## src/isoa_regs.svh

```systemverilog
// Purpose: register map and field layout of the input stream offset aligner
// Assumes: 32-bit APB data, one aligned word per register
// Notes: per stream a 4-bit nibble, latch edge select in bit 0, offset above it
`ifndef ISOA_REGS_SVH
`define ISOA_REGS_SVH
`define ISOA_ADDR_OFS0 8'h00
`define ISOA_ADDR_STRIDE 8'h04
`define ISOA_ADDR_CTRL 8'h10
`define ISOA_ADDR_STAT 8'h14
`define ISOA_OFS_RST 16'h0000
`define ISOA_CTRL_RST 1'b0
`define ISOA_CTRL_GCI_BIT 0
`define ISOA_FLD_W 4
`define ISOA_DLE_BIT 0
`define ISOA_OF_LSB 1
`define ISOA_OF_W 3
`define ISOA_MAX_WHOLE 3'h4
`define ISOA_STREAMS_PER_REG 4
`define ISOA_REG_W 16
`define ISOA_CLKS_PER_BIT 2
`endif

```

## src/isoa_pkg.sv

```systemverilog
// Purpose: shared types of the input stream offset aligner
// Assumes: nothing beyond the register header
// Notes: cfg layout matches one register nibble, so a slice casts directly
package isoa_pkg;
  typedef struct packed {
    logic [2:0] whole_clock_offset_field;
    logic latch_edge_select;
  } isoa_cfg_t;
  typedef struct packed {
    logic bit_val;
    logic bit_valid;
    logic frame_start;
  } isoa_rx_t;
  typedef enum logic [1:0] {LANE_IDLE, LANE_DELAY, LANE_RUN} isoa_lane_st_t;
endpackage

```

## src/isoa_edge.sv

```systemverilog
// Purpose: edge pulses for levels sampled on the system clock
// Assumes: inputs already synchronous to sys_clk_in
// Notes: pulses lag the level by one cycle; callers delay data to match
`timescale 1ns/1ps
`default_nettype none
module isoa_edge #(
  parameter int W = 1
) (
  // clock and reset
  input wire logic sys_clk_in,
  input wire logic nrst_in,
  // levels and their edges
  input wire logic [W-1:0] level_in,
  output logic [W-1:0] rise_out,
  output logic [W-1:0] fall_out
);
  logic [W-1:0] prev;

  if (W < 1) begin : g_chk
    $error("isoa_edge: W must be at least 1");
  end

  always_ff @(posedge sys_clk_in or negedge nrst_in) begin
    if (!nrst_in) begin
      prev <= '0;
      rise_out <= '0;
      fall_out <= '0;
    end else begin
      prev <= level_in;
      rise_out <= level_in & ~prev;
      fall_out <= ~level_in & prev;
    end
  end
endmodule
`default_nettype wire

```

## src/isoa_lane.sv

```systemverilog
// Purpose: one input stream: frame offset delay and bit capture
// Assumes: edge pulses and data aligned to the same system clock cycle
// Notes: delay counts serial clock edges, i.e. half clock periods
`timescale 1ns/1ps
`default_nettype none
`include "isoa_regs.svh"
module isoa_lane
  import isoa_pkg::*;
#(
  parameter int CLKS_PER_BIT = `ISOA_CLKS_PER_BIT
) (
  // clock and reset
  input wire logic sys_clk_in,
  input wire logic nrst_in,
  // timing references
  input wire logic clk_rise_in,
  input wire logic clk_fall_in,
  input wire logic frame_in,
  input wire logic gci_in,
  // settings and data
  input wire isoa_cfg_t cfg_in,
  input wire logic data_in,
  // results
  output isoa_rx_t rx_out,
  output isoa_cfg_t active_out
);
  isoa_lane_st_t st;
  logic [3:0] dly;
  logic [3:0] bit_cnt;
  logic first;
  logic lat_ev;

  if (CLKS_PER_BIT < 1 || CLKS_PER_BIT > 16) begin : g_chk
    $error("isoa_lane: CLKS_PER_BIT must be 1..16");
  end

  // gci mode swaps the meaning of the latch edge select
  assign lat_ev = (active_out.latch_edge_select ^ gci_in) ? clk_fall_in : clk_rise_in;

  // settings are only adopted at the frame boundary, never mid-frame
  always_ff @(posedge sys_clk_in or negedge nrst_in) begin
    if (!nrst_in) begin
      active_out <= '0;
    end else if (frame_in) begin
      active_out <= cfg_in;
    end
  end

  always_ff @(posedge sys_clk_in or negedge nrst_in) begin
    if (!nrst_in) begin
      st <= LANE_IDLE;
      dly <= '0;
      bit_cnt <= '0;
      first <= 1'b0;
    end else if (frame_in) begin
      st <= LANE_DELAY;
      // offset*2 + latch edge select, in half periods
      dly <= {cfg_in.whole_clock_offset_field, cfg_in.latch_edge_select};
      bit_cnt <= '0;
      first <= 1'b1;
    end else begin
      unique case (st)
        LANE_IDLE: begin
        end
        LANE_DELAY: begin
          if (dly == '0) begin
            st <= LANE_RUN;
          end else if (clk_rise_in || clk_fall_in) begin
            dly <= dly - 4'h1;
          end
        end
        LANE_RUN: begin
          if (lat_ev) begin
            bit_cnt <= (bit_cnt == 4'(CLKS_PER_BIT - 1)) ? '0 : bit_cnt + 4'h1;
            if (bit_cnt == '0) begin
              first <= 1'b0;
            end
          end
        end
      endcase
    end
  end

  always_ff @(posedge sys_clk_in or negedge nrst_in) begin
    if (!nrst_in) begin
      rx_out <= '0;
    end else begin
      rx_out.bit_valid <= (st == LANE_RUN) && lat_ev && (bit_cnt == '0) && !frame_in;
      rx_out.frame_start <= (st == LANE_RUN) && lat_ev && (bit_cnt == '0) && first && !frame_in;
      if ((st == LANE_RUN) && lat_ev && (bit_cnt == '0)) begin
        rx_out.bit_val <= data_in;
      end
    end
  end

  property p_zero_shift;
    @(posedge sys_clk_in) disable iff (!nrst_in)
    (frame_in && cfg_in == '0) ##1 !frame_in |=> st == LANE_RUN;
  endproperty
  a_zero_shift: assert property (p_zero_shift) else $error("zero setting did shift");

  property p_edge_pick;
    @(posedge sys_clk_in) disable iff (!nrst_in)
    (st == LANE_RUN && bit_cnt == '0 && !frame_in && !gci_in
     && !active_out.latch_edge_select && clk_rise_in) |=> rx_out.bit_valid;
  endproperty
  a_edge_pick: assert property (p_edge_pick) else $error("rising edge not latched");

  property p_gci_edge;
    @(posedge sys_clk_in) disable iff (!nrst_in)
    (st == LANE_RUN && gci_in && !active_out.latch_edge_select && clk_rise_in
     && !clk_fall_in) |=> !rx_out.bit_valid;
  endproperty
  a_gci_edge: assert property (p_gci_edge) else $error("gci latched on rising edge");

  property p_half_steps;
    @(posedge sys_clk_in) disable iff (!nrst_in)
    frame_in |=> dly == {$past(cfg_in.whole_clock_offset_field),
                         $past(cfg_in.latch_edge_select)};
  endproperty
  a_half_steps: assert property (p_half_steps) else $error("delay not in half periods");
endmodule
`default_nettype wire

```

## src/isoa_top.sv

```systemverilog
// Functional notes
// each stream has a three-bit offset setting the wait before capturing bit 0.
// offset reaches at most four clock periods after the frame pulse.
// backplane mode: latch edge clear latches on rising edge, set on falling.
// GCI mode inverts it: clear selects falling edge, set selects rising.
// sixteen independent offset and latch edge settings, streams 0 to 15.
// all-zero setting means no shift; this is the reset default.
// shift equals whole offset plus half a period when latch edge is set.
// software fills settings from the measured delay bits and inverted phase flag.
// new settings take effect only at a frame boundary.
//
// Purpose: per-stream input frame offset and latch edge alignment, APB programmed
// Assumes: serial clock, frame pulse and streams sampled synchronously to sys_clk_in
// Notes: APB answers with no wait states; offsets above four are stored as four
`timescale 1ns/1ps
`default_nettype none
`include "isoa_regs.svh"
module isoa_top
  import isoa_pkg::*;
#(
  parameter int N_STREAMS = 16,
  parameter int CLKS_PER_BIT = `ISOA_CLKS_PER_BIT
) (
  // clock and reset
  input wire logic sys_clk_in,
  input wire logic nrst_in,
  // apb slave
  input wire logic psel_in,
  input wire logic penable_in,
  input wire logic pwrite_in,
  input wire logic [7:0] paddr_in,
  input wire logic [31:0] pwdata_in,
  output logic [31:0] prdata_out,
  output logic pready_out,
  output logic pslverr_out,
  // serial side
  input wire logic ser_clk_in,
  input wire logic frame_pulse_input_in,
  input wire logic [N_STREAMS-1:0] serial_input_stream_in,
  // captured bits
  output logic [N_STREAMS-1:0] rx_bit_out,
  output logic [N_STREAMS-1:0] rx_valid_out,
  output logic [N_STREAMS-1:0] rx_frame_start_out
);
  localparam int N_REGS = N_STREAMS / `ISOA_STREAMS_PER_REG;

  if (N_STREAMS < 4 || N_STREAMS > 16 || (N_STREAMS % 4) != 0) begin : g_chk
    $error("isoa_top: N_STREAMS must be 4, 8, 12 or 16");
  end

  logic [`ISOA_REG_W-1:0] ofs_reg [N_REGS];
  logic gci_mode;
  logic [N_STREAMS-1:0] pending;
  logic [N_STREAMS-1:0] set_mask;
  logic [N_STREAMS-1:0] stream_d;
  logic [N_REGS-1:0] ofs_sel;
  logic ctrl_sel;
  logic stat_sel;
  logic hit;
  logic setup_ph;
  logic wr_fire;
  logic [31:0] rd_word;
  logic [`ISOA_REG_W-1:0] wr_word;
  logic [1:0] lvl_rise;
  logic [1:0] lvl_fall;
  logic frame_ev;
  isoa_rx_t rx [N_STREAMS];
  isoa_cfg_t act [N_STREAMS];

  // whole-period offset cannot exceed four; larger values saturate
  function automatic logic [`ISOA_REG_W-1:0] clamp_word(input logic [`ISOA_REG_W-1:0] w);
    logic [`ISOA_REG_W-1:0] r;
    r = w;
    for (int j = 0; j < `ISOA_STREAMS_PER_REG; j++) begin
      if (r[j*`ISOA_FLD_W+`ISOA_OF_LSB +: `ISOA_OF_W] > `ISOA_MAX_WHOLE) begin
        r[j*`ISOA_FLD_W+`ISOA_OF_LSB +: `ISOA_OF_W] = `ISOA_MAX_WHOLE;
      end
    end
    return r;
  endfunction

  assign setup_ph = psel_in && !penable_in;
  assign wr_fire = psel_in && penable_in && pready_out && pwrite_in;
  assign wr_word = clamp_word(pwdata_in[`ISOA_REG_W-1:0]);

  always_comb begin
    ofs_sel = '0;
    for (int k = 0; k < N_REGS; k++) begin
      if (paddr_in == 8'(`ISOA_ADDR_OFS0 + k * `ISOA_ADDR_STRIDE)) begin
        ofs_sel[k] = 1'b1;
      end
    end
    ctrl_sel = (paddr_in == `ISOA_ADDR_CTRL);
    stat_sel = (paddr_in == `ISOA_ADDR_STAT);
    hit = (|ofs_sel) || ctrl_sel || stat_sel;
  end

  always_comb begin
    rd_word = '0;
    for (int k = 0; k < N_REGS; k++) begin
      if (ofs_sel[k]) begin
        rd_word[`ISOA_REG_W-1:0] = ofs_reg[k];
      end
    end
    if (ctrl_sel) begin
      rd_word[`ISOA_CTRL_GCI_BIT] = gci_mode;
    end
    if (stat_sel) begin
      rd_word[N_STREAMS-1:0] = pending;
    end
  end

  // read data is registered in the setup cycle so prdata comes from a flop
  always_ff @(posedge sys_clk_in or negedge nrst_in) begin
    if (!nrst_in) begin
      prdata_out <= '0;
      pready_out <= 1'b0;
      pslverr_out <= 1'b0;
    end else begin
      pready_out <= setup_ph;
      pslverr_out <= setup_ph && !hit;
      if (setup_ph) begin
        prdata_out <= pwrite_in ? 32'h0000_0000 : rd_word;
      end
    end
  end

  always_ff @(posedge sys_clk_in or negedge nrst_in) begin
    if (!nrst_in) begin
      for (int k = 0; k < N_REGS; k++) begin
        ofs_reg[k] <= `ISOA_OFS_RST;
      end
    end else begin
      for (int k = 0; k < N_REGS; k++) begin
        if (wr_fire && ofs_sel[k]) begin
          ofs_reg[k] <= wr_word;
        end
      end
    end
  end

  always_ff @(posedge sys_clk_in or negedge nrst_in) begin
    if (!nrst_in) begin
      gci_mode <= `ISOA_CTRL_RST;
    end else if (wr_fire && ctrl_sel) begin
      gci_mode <= pwdata_in[`ISOA_CTRL_GCI_BIT];
    end
  end

  // a stream is pending when its stored setting changed since the last frame
  always_comb begin
    set_mask = '0;
    for (int k = 0; k < N_REGS; k++) begin
      for (int j = 0; j < `ISOA_STREAMS_PER_REG; j++) begin
        if (wr_fire && ofs_sel[k] && (wr_word[j*`ISOA_FLD_W +: `ISOA_FLD_W]
            != ofs_reg[k][j*`ISOA_FLD_W +: `ISOA_FLD_W])) begin
          set_mask[k*`ISOA_STREAMS_PER_REG+j] = 1'b1;
        end
      end
    end
  end

  // a write landing on the frame edge stays pending for the next frame
  always_ff @(posedge sys_clk_in or negedge nrst_in) begin
    if (!nrst_in) begin
      pending <= '0;
    end else begin
      pending <= (pending & ~{N_STREAMS{frame_ev}}) | set_mask;
    end
  end

  isoa_edge #(
    .W(2)
  ) u_edge (
    .sys_clk_in(sys_clk_in),
    .nrst_in(nrst_in),
    .level_in({ser_clk_in, frame_pulse_input_in}),
    .rise_out(lvl_rise),
    .fall_out(lvl_fall)
  );

  // frame pulse is active low in backplane mode and active high in gci mode
  assign frame_ev = gci_mode ? lvl_rise[0] : lvl_fall[0];

  // data delayed to line up with the edge pulses
  always_ff @(posedge sys_clk_in or negedge nrst_in) begin
    if (!nrst_in) begin
      stream_d <= '0;
    end else begin
      stream_d <= serial_input_stream_in;
    end
  end

  for (genvar i = 0; i < N_STREAMS; i++) begin : g_lane
    isoa_lane #(
      .CLKS_PER_BIT(CLKS_PER_BIT)
    ) u_lane (
      .sys_clk_in(sys_clk_in),
      .nrst_in(nrst_in),
      .clk_rise_in(lvl_rise[1]),
      .clk_fall_in(lvl_fall[1]),
      .frame_in(frame_ev),
      .gci_in(gci_mode),
      .cfg_in(isoa_cfg_t'(ofs_reg[i/`ISOA_STREAMS_PER_REG]
              [(i%`ISOA_STREAMS_PER_REG)*`ISOA_FLD_W +: `ISOA_FLD_W])),
      .data_in(stream_d[i]),
      .rx_out(rx[i]),
      .active_out(act[i])
    );
    assign rx_bit_out[i] = rx[i].bit_val;
    assign rx_valid_out[i] = rx[i].bit_valid;
    assign rx_frame_start_out[i] = rx[i].frame_start;
  end

  property p_ready_follows;
    @(posedge sys_clk_in) disable iff (!nrst_in)
    setup_ph |=> pready_out;
  endproperty
  a_ready_follows: assert property (p_ready_follows) else $error("no ready after setup");

  property p_ready_single;
    @(posedge sys_clk_in) disable iff (!nrst_in)
    pready_out && !setup_ph |=> !pready_out;
  endproperty
  a_ready_single: assert property (p_ready_single) else $error("ready held too long");

  property p_unmapped;
    @(posedge sys_clk_in) disable iff (!nrst_in)
    setup_ph && !hit |=> pslverr_out && pready_out;
  endproperty
  a_unmapped: assert property (p_unmapped) else $error("unmapped access not flagged");

  property p_field_cap;
    @(posedge sys_clk_in) disable iff (!nrst_in)
    ofs_reg[0][`ISOA_OF_LSB +: `ISOA_OF_W] <= `ISOA_MAX_WHOLE;
  endproperty
  a_field_cap: assert property (p_field_cap) else $error("offset above four stored");

  property p_edge_store;
    @(posedge sys_clk_in) disable iff (!nrst_in)
    wr_fire && ofs_sel[0] |=> ofs_reg[0][`ISOA_DLE_BIT] == $past(pwdata_in[`ISOA_DLE_BIT]);
  endproperty
  a_edge_store: assert property (p_edge_store) else $error("latch edge bit lost");

  property p_pend_set;
    @(posedge sys_clk_in) disable iff (!nrst_in)
    (set_mask[0] || (pending[0] && !frame_ev)) |=> pending[0];
  endproperty
  a_pend_set: assert property (p_pend_set) else $error("pending not held");

  property p_pend_clear;
    @(posedge sys_clk_in) disable iff (!nrst_in)
    frame_ev && !set_mask[0] |=> !pending[0] ##1
      act[0] == isoa_cfg_t'(ofs_reg[0][`ISOA_FLD_W-1:0])
      || $past(wr_fire);
  endproperty
  a_pend_clear: assert property (p_pend_clear) else $error("frame did not apply");

  property p_gci_write;
    @(posedge sys_clk_in) disable iff (!nrst_in)
    wr_fire && ctrl_sel |=> gci_mode == $past(pwdata_in[`ISOA_CTRL_GCI_BIT]);
  endproperty
  a_gci_write: assert property (p_gci_write) else $error("mode write lost");

  property p_hold_midframe;
    @(posedge sys_clk_in) disable iff (!nrst_in)
    !frame_ev |=> act[0] == $past(act[0]);
  endproperty
  a_hold_midframe: assert property (p_hold_midframe) else $error("setting changed mid-frame");
endmodule
`default_nettype wire

```

## config.mk

```make
export PLATFORM = sky130hd
export DESIGN_NAME = isoa_top
export DESIGN_NICKNAME = d
export VERILOG_FILES = /design/src/isoa_pkg.sv /design/src/isoa_edge.sv /design/src/isoa_lane.sv /design/src/isoa_top.sv
export VERILOG_INCLUDE_DIRS = /design/src /design/src/src
export SDC_FILE = /design/constraint.sdc
export NUM_CORES = 1
export LEC_CHECK = 0
export BUFFER_PORTS_ARGS = -buffer_cell sky130_fd_sc_hd__clkbuf_2
export CORE_AREA = 2 2 200 202
export CTS_CLUSTER_DIAMETER = 200
export CTS_CLUSTER_SIZE = 12
export DETAILED_ROUTE_END_ITERATION = 10
export DIE_AREA = 0 0 202 204
export PLACE_DENSITY = 0.66
export SYNTH_ARGS = -nofsm -noshare
export SYNTH_HDL_FRONTEND = slang
export SYNTH_SLANG_ARGS = --single-unit
```

## constraint.sdc

```tcl
create_clock -name sys_clk_in -period 2.2 [get_ports sys_clk_in]
set_input_delay 0.22 -clock sys_clk_in [delete_from_list [all_inputs] [get_ports sys_clk_in]]
set_output_delay 0.22 -clock sys_clk_in [all_outputs]
set_load 0.01 [all_outputs]
```

==> flow_metrics.tcl, run 1 <==
set metrics [dict create \
    die_h_microns 204 \
    critical_path_class "reg -> reg" \
    wire_per_inst_microns 16.6 \
    fin_cells 2357 \
    synth_flop_cell "dfrtp_1" \
    final_antenna_net_count 0 \
    slew_viol_final 0 \
    die_area_sq_um 41200 \
    die_w_microns 202 \
    synth_async_sr_flop_share_pct 100 \
    skew_ns 0.0165 \
    start_util_pct 44.2 \
    maxCapViolCount 0 \
    synth.distinct_cells 50 \
    min_period_ns 2.15 \
    syn_inst 1686 \
    cellPowerDensity_nw_per_um2 813 \
    drc 0 \
    status "completed" \
    holdWs_ns 0.104 \
    area_growth_pct 14.8 \
    finalSetupViolCount 0 \
    power.leakage_nw 9.09 \
    nNetsFinal 1909 \
    fin_crit_sh_pct 97.8 \
    ctsLongestPathBuffers 3 \
    worstPathMaxFanout 16 \
    antenna_found_initial 1 \
    cts_sinks 361 \
    worstPathRequired_ns 2.63 \
    core_area_sq_um 39200 \
    place_inst 2298 \
    vias 12600 \
    synthesis.area_sq_um 17300 \
    met2_usage_pct 30.2 \
    setup_ws_ns 0.0482 \
    wl_microns 39200 \
    grt_pass1_wl_microns 64900 \
    cts-root-buf "clkbuf_16" \
    hold_viol 0 \
    postPlaceCellArea_sq_um 18700 \
    grt_overflow_total 0 \
    yosysSeqAreaShare_pct 52.2 \
    hpwl_microns 27000 \
    crit_chain "buf_12, xnor2_1, mux2_4, or4b_4, mux2_4" \
    synth_seq_cells 361 \
    cts_tree "yes" \
    max_slew_margin_pct 59.4 \
    stdcell_area_sq_um 19900 \
    top_usage_layer "met2" \
    max-vdd-ir-drop_mv 0.466 \
    drt-pass1-iter-count 7 \
    gp_congestion 0.823 \
    max_freq_ghz 0.465 \
    grt_setup_unrepaired "no" \
    first_iter_violations 916 \
    crit_arrival_ns 2.58 \
    synth.avg_cell_area_sq_um 10.3 \
    max_stage_delay_ns 0.53 \
    total_power_mw 16.2 \
    clkTransAtPathRegs_ns 0.06 \
    vias_per_cell 5.36 \
    worstSkewPairLatency_ns 0.55 \
    grt_pass1_vias 12500 \
    grt_use_total_pct 19.5 \
    synth_edf_count 0 \
    io_pins 145 \
    grtUsageMet3_pct 3.48 \
    utilization_pct 50.8 \
    cp-start-kind "flop" \
    htree_levels 2 \
    post-place-ws_ns 0.0670 \
    use_met1_pct 28.4 \
    fin_tns_setup_ns 0 \
    max_slew.worst_pin.slew_ns 0.607 \
    critPathCaptureType "flop" \
    min_path_type "in -> reg" \
    ys.warnings.count 0 \
    numCtsBuffers 36 \
    post-cts-setup-buffer-count 0 \
    rows 73 \
    drive_above_1_share_pct 19.3 \
    io_buffers 112 \
    diodes 0 \
    crit_slowest_cell "or4b_4" \
    grt_max_degree 66 \
    crit_top_cell "mux2_4" \
]
## kinds of logic (layout without fill, tap and decap cells)
group | count (synthesis) | after routing | share of synthesized area, %
adders and majority gates | 16 | 16 | 1.16
buffers and inverters | 161 | 292 | 3.99
AOI/OAI and AO/OA | 294 | 294 | 9.43
xor gates and xnor gates | 118 | 118 | 5.97
other | 1 | 16 | 0.0217
and+or+nand+nor | 594 | 594 | 17.6
DFF | 361 | 361 | 52.2
muxes | 141 | 141 | 9.64
## worst max-delay path: cells and delay by family, from the launching register on
| family | cells | cell delay, ns |
|---|---|---|
| xor+xnor | 1 | 0.24 |
| flops | 1 | 0.41 |
| mux | 2 | 0.68 |
| buf+inv | 1 | 0.18 |
| simple gates | 1 | 0.53 |
## cell usage after synthesis (all sizes together) (2+ instances only)
library cell	n	share of area, %
mux2i	25	1.4
nor4b	2	0.10
nor4	6	0.22
o31ai	13	0.56
and2	9	0.33
xor2	46	2.3
buf	32	1.2
a2bb2oi	6	0.30
clkbuf	64	1.4
or4	16	0.69
nand2b	7	0.25
o21ai	181	5.2
or2	2	0.072
nor3b	7	0.30
o211ai	4	0.17
nor2	132	2.9
nand4	34	1.2
a22o	4	0.20
nand3	21	0.61
nand3b	33	1.4
nand2	173	3.7
a31oi	17	0.61
mux4	3	0.39
o311a	5	0.29
mux2	113	7.8
a21o	7	0.30
inv	65	1.4
and3	17	0.61
ha	16	1.2
or3b	16	0.81
or3	36	1.3
a32oi	3	0.15
a21oi	52	1.5
nor3	43	1.3
dfrtp	361	52
xnor2	72	3.6
nor2b	29	1.0
or4b	7	0.56
nand4b	2	0.10
## area by class of cell
type / instances / area, sq um
inverters: 65 / 244
clock inverters: 3 / 36.3
well taps: 525 / 657
fillers: 3526 / 19300
multi-input cells: 1179 / 7690
clock buffers: 37 / 905
repair buffers: 187 / 1320
flip-flops and latches: 361 / 9040
## power breakdown
part | internal [mW] | switching (mW) | leakage [nW]
Sequential | 7.36 | 0.608 | 4.78
Combinational | 1.33 | 1.49 | 3.84
Clock | 2.92 | 2.45 | 0.462
Total | 11.6 | 4.55 | 9.09
## routing by layer
metal	part of all wire (%)	vias up
met4	1.4	2
met2	44	288
met1	48	6217
li1	-	6072
met5	0.028	-
met3	5.8	43
## final timing paths
check / start / to / slack (ns) / depth (start not counted)
setup reg to reg: gci_mode$_DFFE_PN0P_ / g_lane[11].u_lane.rx_out[2]$_DFFE_PN0N_ / 0.05 / 5
hold reg to reg: u_edge.prev[0]$_DFF_PN0_ / u_edge.rise_out[0]$_DFF_PN0_ / 0.43 / 1
hold / removal: pwdata_in[4] / ofs_reg[20]$_DFFE_PN0P_ / 0.10 / 2
min in group asynchronous: nrst_in / g_lane[14].u_lane.first$_DFFE_PN0P_ / 0.24 / 2
max in group asynchronous: nrst_in / g_lane[4].u_lane.rx_out[2]$_DFFE_PN0N_ / 1.26 / 3
setup / recovery: gci_mode$_DFFE_PN0P_ / g_lane[11].u_lane.rx_out[2]$_DFFE_PN0N_ / 0.05 / 5
## what timing repair did
item                                   4_1_cts  5_1_grt
resized for setup                            0        3
setup endpoints to repair                    0        2
hold buffers                                19        0
endpoints found under the hold margin       76        0
## cells in the final DEF, fill, tap and decap left out, types with 46 or more instances in the layout
master,instances
nand2_1,173
nor2_1,132
o21ai_0,181
xor2_1,46
mux2_2,91
dfrtp_1,359
xnor2_1,71
clkbuf_2,111
inv_1,65
a21oi_1,52
Note: power is estimated with default switching activity, not from simulation.
==> inputs of run 2 (changes only) <==
--- a/config.mk
+++ b/config.mk
@@ -12,6 +12,7 @@
 export CTS_CLUSTER_SIZE = 12
 export DETAILED_ROUTE_END_ITERATION = 10
 export DIE_AREA = 0 0 202 204
+export HOLD_SLACK_MARGIN = 0.12
 export PLACE_DENSITY = 0.66
 export SYNTH_ARGS = -nofsm -noshare
 export SYNTH_HDL_FRONTEND = slang
==> flow_metrics.tcl, run 2 (synthesis gave the netlist of run 1 again) <==
set metrics [dict create \
    status "completed" \
    final_antenna_net_count 0 \
    crit_start "gci_mode$_DFFE_PN0P_" \
    post-cts-setup-buffer-count 0 \
    nNetsFinal 1916 \
    grt_setup_unrepaired "no" \
    worstPathRequired_ns 2.63 \
    ctsLongestPathBuffers 3 \
    cts_sinks 361 \
    start_util_pct 44.2 \
    maxCapViolCount 0 \
    power.leakage_nw 9.12 \
    crit_arrival_ns 2.58 \
    final_cell_mix "dfrtp_1 (359), o21ai_0 (181), nand2_1 (173), nor2_1 (132), clkbuf_2 (111)" \
    worstSkewPairLatency_ns 0.55 \
    hpwl_microns 27000 \
    grt_use_total_pct 19.6 \
    cts-root-buf "clkbuf_16" \
    die_w_microns 202 \
    first_iter_violations 978 \
    max_freq_ghz 0.465 \
    antenna_found_initial 2 \
    critPathCaptureType "flop" \
    htree_levels 2 \
    fin_tns_setup_ns 0 \
    gp_congestion 0.823 \
    final_common_cell "dfrtp_1" \
    grt_pass1_vias 12500 \
    die_h_microns 204 \
    hold_viol 0 \
    max_slew.worst_pin.slew_ns 0.603 \
    wire_per_inst_microns 16.6 \
    drc 0 \
    endpoint "g_lane[11].u_lane.rx_out[2]$_DFFE_PN0N_" \
    drt-pass1-iter-count 7 \
    grt_overflow_total 0 \
    fin_crit_sh_pct 97.8 \
    vias 12600 \
    drive_above_1_share_pct 19.2 \
    vias_per_cell 5.34 \
    cp-start-kind "flop" \
    clkTransAtPathRegs_ns 0.06 \
    reg2reg_depth 5 \
    core_area_sq_um 39200 \
    grt_max_degree 66 \
    slew_viol_final 0 \
    die_area_sq_um 41200 \
    area_growth_pct 15.3 \
    skew_ns 0.0191 \
    min_period_ns 2.15 \
    max_slew_margin_pct 59.7 \
    wl_microns 39300 \
    finalSetupViolCount 0 \
    io_buffers 112 \
    io_pins 145 \
    r2r_setup_slack_ns 0.05 \
    nFillCells 3523 \
    max-vdd-ir-drop_mv 0.466 \
    r2r_start "gci_mode$_DFFE_PN0P_" \
    min_path_type "in -> reg" \
    grt_pass1_wl_microns 65000 \
    total_power_mw 16.2 \
    rows 73 \
    critical_path_class "reg -> reg" \
    numCtsBuffers 36 \
    worstPathMaxFanout 16 \
    cellPowerDensity_nw_per_um2 810 \
    r2r-end "g_lane[11].u_lane.rx_out[2]$_DFFE_PN0N_" \
    cts_tree "yes" \
]
[run 2: changes by cell type in the layout (fill, tap and decap cells not counted), sizes merged]
cell / change
dlygate4sd3: +7
diode: +1
[run 2: critical path, cell delays in order, from the launching register on]
cell and delay, ns:
dfrtp_1 0.41, buf_12 0.18, xnor2_1 0.24, mux2_4 0.37
or4b_4 0.53, mux2_4 0.31
[run 2: worst min path at each step]
| stage | cells after the start | end | start | slack, ns |
|---|---|---|---|---|
| floorplan | 0 | g_lane[0].u_lane.active_out[0]$_DFFE_PN0P_ | nrst_in | -0.08 |
| global placement | 1 | g_lane[14].u_lane.rx_out[0]$_DFF_PN0_ | nrst_in | 0.22 |
| detailed placement | 1 | g_lane[14].u_lane.rx_out[0]$_DFF_PN0_ | nrst_in | 0.23 |
| CTS | 2 | ofs_reg[15]$_DFFE_PN0P_ | pwdata_in[15] | 0.14 |
| global route | 2 | ofs_reg[31]$_DFFE_PN0P_ | pwdata_in[15] | 0.19 |
| finish | 4 | pready_out$_DFF_PN0_ | psel_in | 0.17 |
[run 2: final cells by class]
type	count	area (sq um)	share of cell area [%]
Tap cell	525	657	3.29
Timing Repair Buffer	194	1390	6.96
Antenna cell	1	2.50	0.0125
Sequential cell	361	9040	45.3
Clock inverter	3	36.3	0.182
Clock buffer	37	905	4.53
Inverter	65	244	1.22
Multi-Input combinational cell	1179	7690	38.5
[run 2: timing repair]
| action | CTS | global route |
|---|---|---|
| resized for setup | 0 | 3 |
| hold buffers | 26 | 0 |
| endpoints found under the hold margin | 234 | 0 |
| endpoints found under the setup margin | 0 | 2 |
[run 2: metal layers]
layer  vias to the layer above  wire length [microns]  GRT usage (%)
met5                         -                     11              0
met4                         2                    568           5.17
met3                        43                   2140           3.41
met2                       284                  17400           30.2
met1                      6212                  19100           28.5
li1                       6085                      -              -
[run 2: power breakdown]
part | switching [mW] | internal (mW)
clock network | 2.45 | 2.92
registers | 0.607 | 7.36
logic | 1.50 | 1.34
[run 2: through the flow]
| step | setup slack, ns | util, % | std cells | hold slack [ns] | area (sq um) |
|---|---|---|---|---|---|
| after global placement | 0.0905 | 47.8 | 2298 | 0.225 | 18700 |
| after floorplan | 0.211 | - | 1701 | -0.0756 | 17400 |
| after CTS | 0.0590 | 50.9 | 2364 | 0.136 | 19900 |
| after detailed placement | 0.0670 | 47.8 | 2298 | 0.230 | 18700 |
| after global routing | 0.00276 | 50.9 | 2365 | 0.188 | 20000 |
| final | 0.0490 | 50.9 | 2365 | 0.169 | 20000 |
